--- src/logic/sesr_map.vh ---
/*
 Constants for the standard event status latch: bit positions, widths, reset values.
 Assumes inclusion by the latch top and its summary submodule.
*/
`ifndef SESR_MAP_VH
`define SESR_MAP_VH

// ======================================================================
// Field layout
`define SESR_WIDTH          16
`define SESR_EVT_WIDTH      8
`define SESR_BIT_OPC        0
`define SESR_BIT_RQC        1
`define SESR_BIT_QYE        2
`define SESR_BIT_DDE        3
`define SESR_BIT_EXE        4
`define SESR_BIT_CME        5
`define SESR_BIT_URQ        6
`define SESR_BIT_PON        7
`define SESR_STB_SUM_BIT    5

// ======================================================================
// Reset values
// Power-on bit is set at the first edge after release, not during reset
`define SESR_EVT_RESET      8'h00
`define SESR_ENA_RESET      8'h00
`define SESR_RESERVED_VAL   8'h00

`endif

--- src/logic/sesr_summary.v ---
/*
 Summary bit of the event latch: any latched event whose enable bit is set.
 Assumes latch and enable come from registers on the same clock.
*/
`include "sesr_map.vh"
`default_nettype none

module sesr_summary #(
	parameter W = `SESR_EVT_WIDTH
) (
	// Inputs
	input  wire [W-1:0] events_i,
	input  wire [W-1:0] enable_i,
	// Output
	output wire         summary_o
);

	// ======================================================================
	// Masked OR
	assign summary_o = |(events_i & enable_i);

endmodule

`default_nettype wire

--- src/logic/sesr_event_latch.v ---
/*
 Standard event status latch: sticky event bits, query read with clear,
 clear-status, enable mask and status-byte summary.
 Assumes event and command strobes are one-cycle pulses from logic on clock_i.
 Assumes the request-control and idle inputs are levels from the same clock.
 No input synchronisers: every source is logic on clock_i.
 Reset release stands in for a power cycle, so the power-on bit is set
 at the first clock edge after sys_rst_i falls.
*/
`include "sesr_map.vh"
`default_nettype none

module sesr_event_latch (
	// Clock and reset
	input  wire        clock_i,
	input  wire        sys_rst_i,
	// Event sources
	input  wire        cmd_syntax_err_i,
	input  wire        cmd_semantic_err_i,
	input  wire        trig_in_msg_i,
	input  wire        exe_range_err_i,
	input  wire        exe_hw_err_i,
	input  wire        dev_err_i,
	input  wire        qry_no_data_i,
	input  wire        qry_lost_i,
	input  wire        req_ctrl_i,
	input  wire        opc_cmd_i,
	input  wire        ops_idle_i,
	// Commands
	input  wire        esr_query_i,
	input  wire        cls_cmd_i,
	input  wire        ena_wr_i,
	input  wire [7:0]  ena_data_i,
	// Answers
	output reg         resp_valid_o,
	output reg  [15:0] resp_data_o,
	output wire [15:0] event_status_latch_o,
	output wire [7:0]  enable_o,
	output wire        stb_summary_o
);

	// ======================================================================
	// State
	reg  [7:0]  evt_r;
	reg  [7:0]  evt_nxt;
	reg  [7:0]  ena_r;
	reg  [7:0]  ena_nxt;
	reg         opc_arm_r;
	reg         opc_arm_nxt;
	reg         opc_live;
	reg         opc_done_nxt;
	reg         pon_seen_r;
	reg         resp_valid_nxt;
	reg  [15:0] resp_data_nxt;

	// ======================================================================
	// Functions
	// Reserved byte above the event byte keeps every answer within 0 to 255
	function [15:0] pack_word;
		input [7:0] evt;
		begin
			pack_word = {`SESR_RESERVED_VAL, evt};
		end
	endfunction

	// Sets one event bit when its cause is present; never clears one
	function [7:0] set_bit;
		input [7:0] val;
		input [2:0] pos;
		input       cause;
		begin
			set_bit = val;
			if (cause)
			begin
				set_bit[pos] = 1'b1;
			end
		end
	endfunction

	// ======================================================================
	// Completion request
	// A command in the same cycle as clear-status still arms
	always @*
	begin
		opc_live = opc_arm_r;
		if (cls_cmd_i)
		begin
			opc_live = 1'b0;
		end
		if (opc_cmd_i)
		begin
			opc_live = 1'b1;
		end
		opc_done_nxt = opc_live && ops_idle_i;
		opc_arm_nxt  = opc_live && !ops_idle_i;
	end

	// ======================================================================
	// Next value of the latch
	always @*
	begin
		evt_nxt = evt_r;
		// Clear first, so a same-cycle event still lands
		if (esr_query_i || cls_cmd_i)
		begin
			evt_nxt = 8'h00;
		end
		evt_nxt = set_bit(evt_nxt, 3'h`SESR_BIT_OPC, opc_done_nxt);
		evt_nxt = set_bit(evt_nxt, 3'h`SESR_BIT_RQC, req_ctrl_i);
		evt_nxt = set_bit(evt_nxt, 3'h`SESR_BIT_QYE, qry_no_data_i || qry_lost_i);
		evt_nxt = set_bit(evt_nxt, 3'h`SESR_BIT_DDE, dev_err_i);
		evt_nxt = set_bit(evt_nxt, 3'h`SESR_BIT_EXE, exe_range_err_i || exe_hw_err_i);
		evt_nxt = set_bit(evt_nxt, 3'h`SESR_BIT_CME,
			cmd_syntax_err_i || cmd_semantic_err_i || trig_in_msg_i);
		// Power-on is a one-shot at the first edge after reset release
		evt_nxt = set_bit(evt_nxt, 3'h`SESR_BIT_PON, !pon_seen_r);
		// User request has no source in this block
		evt_nxt[`SESR_BIT_URQ] = 1'b0;
	end

	// ======================================================================
	// Next value of enable and answer
	always @*
	begin
		ena_nxt        = ena_r;
		resp_valid_nxt = esr_query_i;
		resp_data_nxt  = resp_data_o;
		if (ena_wr_i)
		begin
			ena_nxt = ena_data_i;
		end
		// Capture the value held before the clearing edge
		if (esr_query_i)
		begin
			resp_data_nxt = pack_word(evt_r);
		end
	end

	// ======================================================================
	// Event registers
	always @(posedge clock_i or posedge sys_rst_i)
	begin
		if (sys_rst_i)
		begin
			evt_r      <= `SESR_EVT_RESET;
			opc_arm_r  <= 1'b0;
			pon_seen_r <= 1'b0;
		end
		else
		begin
			evt_r      <= evt_nxt;
			opc_arm_r  <= opc_arm_nxt;
			pon_seen_r <= 1'b1;
		end
	end

	// ======================================================================
	// Answer registers
	always @(posedge clock_i or posedge sys_rst_i)
	begin
		if (sys_rst_i)
		begin
			resp_valid_o <= 1'b0;
			resp_data_o  <= 16'h0000;
		end
		else
		begin
			resp_valid_o <= resp_valid_nxt;
			resp_data_o  <= resp_data_nxt;
		end
	end

	// ======================================================================
	// Enable register
	always @(posedge clock_i or posedge sys_rst_i)
	begin
		if (sys_rst_i)
		begin
			ena_r <= `SESR_ENA_RESET;
		end
		else
		begin
			ena_r <= ena_nxt;
		end
	end

	// ======================================================================
	// Outputs
	assign event_status_latch_o = pack_word(evt_r);
	assign enable_o             = ena_r;

	// ======================================================================
	// Status byte summary
	sesr_summary #(
		.W(`SESR_EVT_WIDTH)
	) u_sum (
		.events_i  (evt_r),
		.enable_i  (ena_r),
		.summary_o (stb_summary_o)
	);

endmodule

`default_nettype wire

--- config.mk ---
export PLATFORM = sky130hd
export DESIGN_NAME = sesr_event_latch
export DESIGN_NICKNAME = d
export VERILOG_FILES = /design/src/logic/sesr_summary.v /design/src/logic/sesr_event_latch.v
export VERILOG_INCLUDE_DIRS = /design/src /design/src/logic
export SDC_FILE = /design/constraint.sdc
export NUM_CORES = 1
export LEC_CHECK = 0
export BUFFER_PORTS_ARGS = -buffer_cell sky130_fd_sc_hd__buf_2
export CAP_MARGIN = 20
export CORE_ASPECT_RATIO = 1.25
export CORE_MARGIN = 1.5
export CORE_UTILIZATION = 45
export CTS_CLUSTER_SIZE = 12
export DETAILED_ROUTE_END_ITERATION = 7
export PLACE_DENSITY_LB_ADDON = 0.08
export SYNTH_ARGS = -nofsm -noshare
export SYNTH_HDL_FRONTEND = slang
export SYNTH_SLANG_ARGS = --single-unit
--- constraint.sdc ---
create_clock -name clock_i -period 1.3 [get_ports clock_i]
set_input_delay 0.13 -clock clock_i [delete_from_list [all_inputs] [get_ports clock_i]]
set_output_delay 0.13 -clock clock_i [all_outputs]
set_load 0.02 [all_outputs]
## Yosys cells after proc, flatten, opt, wreduce, memory -nomap -nowiden

Index checks and enable logic that the tools add are counted.

- Register bits: 25
- Bits of input ports: 24
- Output and inout port bits: 42
- Word-level logic and storage cells: 39

- Equal/unequal tests: 1
- Mux-type cells: 10
- Bitwise logic cells: 1
- Reductions and logical operators: 15

Operators with widths:

| operator | number |
|---|---|
| 2-bit nonzero test | 6 |
| 1-bit two-way mux | 9 |
| 8-bit AND | 1 |
| 8-bit two-way mux | 1 |
| 8-bit OR reduction | 1 |
| 1-bit logical OR | 5 |
| 1-bit logical AND | 2 |
| 2-bit by 1-bit != test with 1-bit output, second input constant | 1 |
| 1-bit logical NOT | 1 |

## Depth between registers and ports, before layout

Gate-level depths: netlist of the first run.

- Word-level depth: 4
- Gate-level depth with buffers: 4

## By module

A second synthesis of the first run with hierarchy kept.

- Cells, all modules: 83
- Area, all modules: 1083.5 sq um

By module, submodules not included:

| module | instances | cells an instance | area each (sq um) | seq. area each (sq um) |
|---|---|---|---|---|
| sesr_event_latch | 1 | 78 | 1047.3 | 625.6 |
| sesr_summary | 1 | 5 | 36.3 | 0.0 |

## Worst setup path before layout of the first run

OpenSTA, ideal clock, no wires.

- Path kind: register to output
- Start: register evt_r[4]
- End: output stb_summary_o
- Arrival: 1.030 ns
- Required time: 1.170 ns
- Path slack: 0.140 ns
- Stages on the path, launching flop included: 3
- Path buffers: 0
- Cell sequence: dfrtp_1 > a222oi_1 > nand3_1

- Longest elaborated chain between the ends: 2

RTL lines:

| what | RTL line | RTL |
|---|---|---|
| start: declaration | sesr_event_latch.v:44 | `reg [7:0] evt_r;` |
| start signal: assignment | sesr_event_latch.v:145 | `` evt_r <= `SESR_EVT_RESET; `` |
| start signal: assignment | sesr_event_latch.v:151 | `evt_r <= evt_nxt;` |
| 8-bit AND | sesr_summary.v:20 | `assign summary_o = \|(events_i & enable_i);` |
| 8-bit OR reduction | sesr_summary.v:20 |  |
| end: declaration | sesr_event_latch.v:39 | `output wire stb_summary_o` |

Every way passes these cells.

## Final worst setup path of the first run

Same ends and word-level chain as after synthesis.

==> metrics, run 1 <==
# diodes=0; Fmax=0.6977 GHz; fin worst setup slack=-133.2 ps; clock latency on the worst-skew pair=300 ps; DR iter-0 viols=13; status=finished, violations left; Cells after Synth=81; Critical Path RT=1170 ps; Post-Route WL=1916 um; core area=0.002235 mm^2; area of the multi-input gates=350.3 um^2; Combinational Power Share=0.233; number of core rows=19; clk root buf=clkbuf_4; Critical Path AT=1300 ps; CTS Sinks=25; Final min period=1433 ps; via count=767; Seq cells post-synth=25; clk_skew=1.579 ps; Longest Clk Path Bufs=2; Mean Syn Cell Area=13.27 um^2; layout cell share with drive strength beyond 1=0.5000; CP Buf/Inv Count=1; CP max stage delay=410 ps; Max VDD drop=0.8776 mV; synthesized area=0.001075 mm^2; Initial Utilization=0.4810; largest net degree at the start of global routing=26; DRC Markers=0; Die ar.=0.002692 mm^2; Clk pin slew, worst setup/hold paths=120 ps; kind of critical path=reg -> out; crit path max fanout=2; DPL Wire Length=1500 um; port bufs=47; Placer Congestion=0.6601; initial antenna violation count=0; Layout Area Growth over Synthesis=29.45%; Final Max Tran Viols=0; Hold Vio Cnt, Final=0; sequential share of power=0.564; # nets final=165; Die Y=57.64 um; Top Family by Delay on Critical Path=flip-flops; drt wl/cell=11.20 um; share of the yosys chip area belonging to registers=0.5821; Tot Pwr=1.564 mW; clock share of power=0.203; First-pass DRT Iterations=4; failing checks=negative setup slack; first-pass GRT wire length=3105 um; CTS tree=yes; Sw Pwr=459.4 uW; Yosys cell types=18; crit-path cells=a222oi_1 > nand3_1 > buf_2; CTS Buf Count=3; crit path launch type=flop; grt ovf=0; final worst path period share=1.102; leak pwr=0.6986 nW; H-Tree Depth=1; Max-Cap Viols=0; fillcell total=194; die width=46.71 um; Setup violations, final=1; DP Cell Count=157; io pins=66; PostCTS Resize Cnt=0; non-filler instance count after layout=171; Pwr per Cell Area=1124 mW/mm^2; crit path max-delay cell type=dfrtp_1; sw frac=0.2938; RSZ-0062 raised after global routing=yes; Internal Dissipation=1.104 mW; most common cell after layout, fill and taps aside=buf_2; Register Area=625.6 um^2; vias in the first global route=696; Crit. End Element=output port; Worst Hold Class=in -> reg; Vias per Instance=4.485; Ys Warns=0; commonest non-fill, non-tap cells in the layout=buf_2 (47), dfrtp_1 (25), conb_1 (19), mux2_2 (15), dlygate4sd3_1 (8); Antenna Violating Nets Remaining=0; total global routing track utilization=0.1592
[Yosys cell counts]
cell type  instances  area [um^2]
mux2_2            15        168.9
o21ai_0            1        5.000
a21oi_1            1        5.000
a211o_1            2        17.52
dfrtp_1           25        625.6
inv_1              3        11.26
a22oi_1            2        15.01
nor2_4             1        11.26
a21o_1             2        15.01
nand3_1            1        5.000
nor2_1             1        3.750
buf_2              1        5.000
buf_4             18        135.1
buf_6              1        11.26
a222oi_1           1        10.01
conb_1             2        7.510
a2111o_1           1        11.26
nand2_1            3        11.26
[path summary, 6_finish.rpt]
path / startpoint / endpoint / slack [ps] / cells after the start
max: evt_r[4]$_DFFE_PP0P_ / stb_summary_o / -130 / 3
min: qry_lost_i / evt_r[2]$_DFFE_PP0P_ / 9 / 2
max reg2reg: evt_r[5]$_DFFE_PP0P_ / evt_r[5]$_DFFE_PP0P_ / 390 / 1
min reg2reg: pon_seen_r$_DFF_PP0_ / evt_r[7]$_DFFE_PP0P_ / 420 / 1
max in group asynchronous: sys_rst_i / enable_o[0]$_DFFE_PP0P_ / 680 / 4
min in group asynchronous: sys_rst_i / resp_valid_o$_DFF_PP0_ / 390 / 4
[cells by family (layout without fill, tap and decap cells)]
kind of cell | count (synthesis) | in the layout | synth area share
AO/OA/AOI/OAI | 10 | 10 | 0.07333
buffers and inverters | 23 | 65 | 0.1513
flip-flops | 25 | 25 | 0.5821
multiplexers | 15 | 15 | 0.1572
other | 2 | 19 | 0.006987
AND/OR/NAND/NOR | 6 | 6 | 0.02909
[power groups by stage]
stage	combinational [mW]	clock, mW	sequential [mW]
detailed placement	0.341	0	0.901
global route	0.396	0.377	0.893
floorplan	0.186	0	0.974
global placement	0.339	0	0.896
finish	0.364	0.318	0.883
CTS	0.368	0.344	0.884
[metrics by stage]
step	hold slack (ps)	area, um^2	util	setup slack [ps]	setup TNS (ps)
global placement	185.2	1269	0.5677	149.1	0
global route	0.9220	1391	0.6226	-221.8	-221.8
CTS	1.058	1391	0.6226	-161.8	-161.8
floorplan	157.3	1139	-	140.1	0
detailed placement	191.6	1269	0.5677	156.7	0
finish	9.022	1391	0.6226	-133.2	-133.2
[final cells by class]
cell class	count	share of cell area
timing repair buffer	58	0.2428
clock inverter	1	0.003597
multi-input combinational	50	0.2518
inverter	3	0.008094
clock buffer	3	0.01619
sequential	25	0.4496
tap	31	0.02788
[sequential cells by signal, indices dropped and copies added (netlist names)]
signal        cells
enable_o          8
evt_r             7
opc_arm_r         1
pon_seen_r        1
resp_data_o       7
resp_valid_o      1
[what timing repair did]
item,4_1_cts,5_1_grt
endpoints found under the hold margin,30,0
hold buffers,8,0
endpoints found under the setup margin,1,1
buffers inserted,2,0
pin swaps,1,0
[layer usage]
| layer | GRT usage | share of wire | up-vias |
|---|---|---|---|
| met5 | 0 | 0 | - |
| met4 | 0.04762 | 0.013 | 0 |
| met3 | 0.03115 | 0.063 | 4 |
| met2 | 0.2619 | 0.54 | 38 |
| met1 | 0.2104 | 0.38 | 367 |
| li1 | - | - | 358 |
No activity file was read; power rests on OpenSTA's default activity.
==> run 2, diff against run 1 <==
--- a/config.mk
+++ b/config.mk
@@ -13,7 +13,7 @@
 export CORE_UTILIZATION = 45
 export CTS_CLUSTER_SIZE = 12
 export DETAILED_ROUTE_END_ITERATION = 7
-export PLACE_DENSITY_LB_ADDON = 0.08
+export PLACE_DENSITY_LB_ADDON = 0.2
 export SYNTH_ARGS = -nofsm -noshare
 export SYNTH_HDL_FRONTEND = slang
 export SYNTH_SLANG_ARGS = --single-unit
==> run 2 against run 1 <==
Against the previous run: the run still ends with negative setup slack left; clock skew is 1.6 ps higher; design area is 2.2% lower; core utilization is 1.4 points lower; critical path type unchanged; largest cell class unchanged; first-iteration DRC count is 38% lower; clock power hardly changed.
==> metrics, run 2 (synthesis gave the netlist of run 1 again) <==
Sw Pwr=460.5 uW; failing checks=negative setup slack; CTS tree=yes; # diodes=0; CTS Sinks=25; crit path launch type=flop; leak pwr=0.6833 nW; number of core rows=19; status=finished, violations left; Tot Pwr=1.564 mW; Setup violations, final=1; # nets final=162; Max VDD drop=0.7875 mV; Longest Clk Path Bufs=2; crit path max fanout=2; hold path start=qry_lost_i; Fmax=0.6850 GHz; Placer Congestion=0.7666; Hold Vio Cnt, Final=0; Final Core Density=0.6086; kind of critical path=reg -> out; sequential share of power=0.566; Setup TNS Final=-159.9 ps; initial antenna violation count=0; r2r worst-path depth=2; Clk pin slew, worst setup/hold paths=120 ps; via count=756; largest net degree at the start of global routing=26; final worst path period share=1.123; number of flip-flops in the largest register=8; crit-path cells=a222oi_1 > nand3_1 > buf_2; commonest non-fill, non-tap cells in the layout=buf_2 (47), dfrtp_1 (25), conb_1 (19), mux2_2 (15), dlygate4sd3_1 (5); Worst Hold End=evt_r[2]$_DFFE_PP0P_; H-Tree Depth=1; die width=46.71 um; clk_skew=3.175 ps; DRC Markers=0; core area=0.002235 mm^2; pre-CTS setup slack=142.6 ps; worst r2r src=evt_r[4]$_DFFE_PP0P_; DPL Wire Length=1494 um; total global routing track utilization=0.1639; tightest hold margin=14.18 ps; Critical Path RT=1170 ps; Worst Hold Class=in -> reg; WHS Path Cells=2; io pins=66; Initial Utilization=0.4810; CP Buf/Inv Count=1; DR iter-0 viols=8; Final min period=1460 ps; Placed Area=0.001269 mm^2; Final Max Tran Viols=0; CP max stage delay=400 ps; clock share of power=0.205; clk root buf=clkbuf_4; Top Family by Delay on Critical Path=flip-flops; vias in the first global route=724; Die ar.=0.002692 mm^2; FF-to-FF End=resp_data_o[4]$_DFFE_PP0P_; Max-Cap Viols=0; Layout Area Growth over Synthesis=26.54%; sw frac=0.2945; Internal Dissipation=1.103 mW; clock latency on the worst-skew pair=300 ps; non-filler instance count after layout=168; CTS Buf Count=3; layout cell share with drive strength beyond 1=0.5036; worst reg-to-reg setup slack=390 ps; DP Cell Count=157; Crit. End Element=output port; Combinational Power Share=0.229; Die Y=57.64 um; fin worst setup slack=-159.9 ps; Pwr per Cell Area=1150 mW/mm^2; drt wl/cell=11.98 um; port bufs=47; grt ovf=0; post-route cell area=0.001360 mm^2; crit path max-delay cell type=dfrtp_1; Post-Route WL=2013 um; first-pass GRT wire length=3180 um; Critical Path AT=1330 ps; First-pass DRT Iterations=4; Vias per Instance=4.500; most common cell after layout, fill and taps aside=buf_2; RSZ-0062 raised after global routing=yes; Antenna Violating Nets Remaining=0
-- run 2: changes by cell type in the layout (fill, tap and decap cells not counted) --
cell | previous run | this run
dlygate4sd3_1 | 8 | 5
clkbuf_1 | 0 | 1
clkinv_2 | 1 | 0
-- run 2: timing repair --
item	CTS	global route
pin swaps	1	0
endpoints found under the hold margin	29	0
hold buffers	5	0
buffers inserted	2	0
gates resized for setup	0	0
setup endpoints to repair	1	1
-- run 2: power groups by stage --
stage          combinational, mW  clock [mW]  sequential (mW)
3_5_place_dp               0.342           0            0.901
5_1_grt                    0.388       0.367            0.895
3_3_place_gp               0.338           0            0.896
6_report                   0.358       0.321            0.885
2_1_floorplan              0.186           0            0.974
4_1_cts                    0.362       0.341            0.884
-- run 2: layer usage --
metal	global-route usage	wire length (um)
met3	0.01869	126
met5	0	0
met2	0.2956	1123
met1	0.1929	747
met4	0.05952	16
-- run 2: worst max path at each step --
stage,startpoint,to,slack [ps],depth (start not counted)
6_report,enable_o[4]$_DFFE_PP0P_,stb_summary_o,-160,3
5_1_grt,enable_o[4]$_DFFE_PP0P_,stb_summary_o,-250,3
4_1_cts,enable_o[4]$_DFFE_PP0P_,stb_summary_o,-180,3
3_5_place_dp,evt_r[4]$_DFFE_PP0P_,stb_summary_o,140,3
3_3_place_gp,evt_r[4]$_DFFE_PP0P_,stb_summary_o,160,3
2_1_floorplan,evt_r[4]$_DFFE_PP0P_,stb_summary_o,140,2
-- run 2: cell type report --
type                       count  area (um^2)
fill                         219        874.6
sequential                    25        625.6
multi-input combinational     50        350.3
timing repair buffer          55        307.8
tap                           31        38.79
clock buffer                   4        26.28
inverter                       3        11.26
==> run 3, diff against run 2 <==
--- a/config.mk
+++ b/config.mk
@@ -11,6 +11,7 @@
 export CORE_ASPECT_RATIO = 1.25
 export CORE_MARGIN = 1.5
 export CORE_UTILIZATION = 45
+export CTS_BUF_LIST = sky130_fd_sc_hd__clkbuf_16
 export CTS_CLUSTER_SIZE = 12
 export DETAILED_ROUTE_END_ITERATION = 7
 export PLACE_DENSITY_LB_ADDON = 0.2
==> run 3 against run 2 <==
Against the previous run: the run still ends with negative setup slack left; final cell count down 2.4%; fmax up 2.0%; die area unchanged; power up 21%; non-clock buffer count down 4; worst setup slack better by 29 ps; design area up 1.4%; via count down 2.6%.
==> metrics, run 3 (synthesis gave the netlist of run 1 again) <==
status=finished, violations left; failing checks=negative setup slack; CP Buf/Inv Count=1; Final Core Density=0.6170; Max VDD drop=1.083 mV; fillcell total=215; Setup TNS Final=-131.2 ps; number of core rows=19; Worst Hold Class=in -> reg; Layout Area Growth over Synthesis=28.29%; most common cell after layout, fill and taps aside=buf_2; Antenna Violating Nets Remaining=0; Fmax=0.6987 GHz; Clk pin slew, worst setup/hold paths=60 ps; Crit. End Element=output port; number of flip-flops in the largest register=8; DRC Markers=0; H-Tree Depth=1; grt ovf=0; drt wl/cell=11.59 um; Placer Congestion=0.7666; DPL Wire Length=1494 um; Vias per Instance=4.488; Hold Vio Cnt, Final=0; kind of critical path=reg -> out; CTS Buf Count=3; core area=0.002235 mm^2; via count=736; vias in the first global route=693; DP Cell Count=157; clk_skew=1.225 ps; Setup violations, final=1; clock latency on the worst-skew pair=250 ps; RSZ-0062 raised after global routing=yes; area of the multi-input gates=350.3 um^2; Longest Clk Path Bufs=2; CTS tree=yes; commonest non-fill, non-tap cells in the layout=buf_2 (46), dfrtp_1 (25), conb_1 (19), mux2_2 (15), inv_1 (4); Pwr per Cell Area=1367 mW/mm^2; First-pass DRT Iterations=4; Final min period=1431 ps; total global routing track utilization=0.1587; Die Y=57.64 um; non-filler instance count after layout=164; Register Area=625.6 um^2; crit path launch type=flop; fin worst setup slack=-131.2 ps; first-pass GRT wire length=3063 um; Critical Path AT=1300 ps; initial antenna violation count=0; crit path max fanout=2; largest net degree at the start of global routing=26; crit path max-delay cell type=dfrtp_1; die width=46.71 um; Tot Pwr=1.885 mW; port bufs=47; layout cell share with drive strength beyond 1=0.5188; Die ar.=0.002692 mm^2; crit-path cells=a222oi_1 > nand3_1 > buf_6; # nets final=158; final worst path period share=1.101; CTS Sinks=25; Post-Route WL=1901 um; leak pwr=0.6974 nW; # diodes=0; clk root buf=clkbuf_16; Critical Path RT=1170 ps; io pins=66; Final Max Tran Viols=0; Initial Utilization=0.4810; CP max stage delay=380 ps; Top Family by Delay on Critical Path=flip-flops; DR iter-0 viols=23; Max-Cap Viols=0
==> run 3: cell types whose count changed in the layout (fill, tap and decap cells not counted) <==
| cell | previous run | this run |
|---|---|---|
| dlygate4sd3_1 | 5 | 1 |
| clkbuf_16 | 0 | 3 |
| clkbuf_4 | 3 | 0 |
| buf_2 | 47 | 46 |
| buf_6 | 0 | 1 |
| clkbuf_1 | 1 | 0 |
| inv_1 | 3 | 4 |
==> run 3: final cells by class <==
class	count	share of cell area
flip-flops and latches	25	0.4537
multi-input cells	50	0.2541
repair buffers	51	0.1987
clock buffers	3	0.05445
well taps	31	0.02813
inverters	3	0.008167
clock inverters	1	0.002722
==> run 3: where the power goes <==
group / switching [mW] / internal (mW)
combinational: 0.215 / 0.136
clock: 0.240 / 0.410
sequential: 0.0399 / 0.844
==> run 3: stage by stage <==
stage | worst slack [ps] | instance area, um^2 | hold WS [ps]
floorplan | 140.1 | 1139 | 157.3
global placement | 161.7 | 1269 | 186.6
detailed placement | 142.6 | 1269 | 200.2
CTS | -108.7 | 1379 | 36.60
global route | -216.8 | 1379 | 36.70
finish | -131.2 | 1379 | 37.79
==> run 3: metal layers <==
metal | wire length, um | track usage
met4 | 32 | 0.05952
met1 | 761 | 0.2046
met2 | 982 | 0.2619
met3 | 123 | 0.02804
met5 | 0 | 0
==> run 3: timing repair <==
item,CTS,global route
hold buffers,1,0
setup endpoints to repair,1,1
gates cloned,0,0
hold endpoints to repair,25,0
setup buffers,2,0
pin swaps,2,0
gates resized for setup,2,0
==> run 3: final timing paths <==
| path | startpoint | end | slack [ps] | depth (start not counted) |
|---|---|---|---|---|
| worst min-delay path | ops_idle_i | opc_arm_r$_DFF_PP0_ | 40 | 2 |
| max in group asynchronous | sys_rst_i | evt_r[0]$_DFFE_PP0P_ | 590 | 4 |
| worst max-delay path | enable_o[4]$_DFFE_PP0P_ | stb_summary_o | -130 | 3 |
| min in group asynchronous | sys_rst_i | resp_valid_o$_DFF_PP0_ | 470 | 4 |
| worst min register to register | pon_seen_r$_DFF_PP0_ | evt_r[7]$_DFFE_PP0P_ | 410 | 1 |
| worst max register to register | evt_r[4]$_DFFE_PP0P_ | resp_data_o[4]$_DFFE_PP0P_ | 400 | 2 |
==> run 3: worst reg2reg max path, stage by stage, from the launching register on <==
cell and delay, ps:
dfrtp_1 380, buf_4 140, mux2_2 260
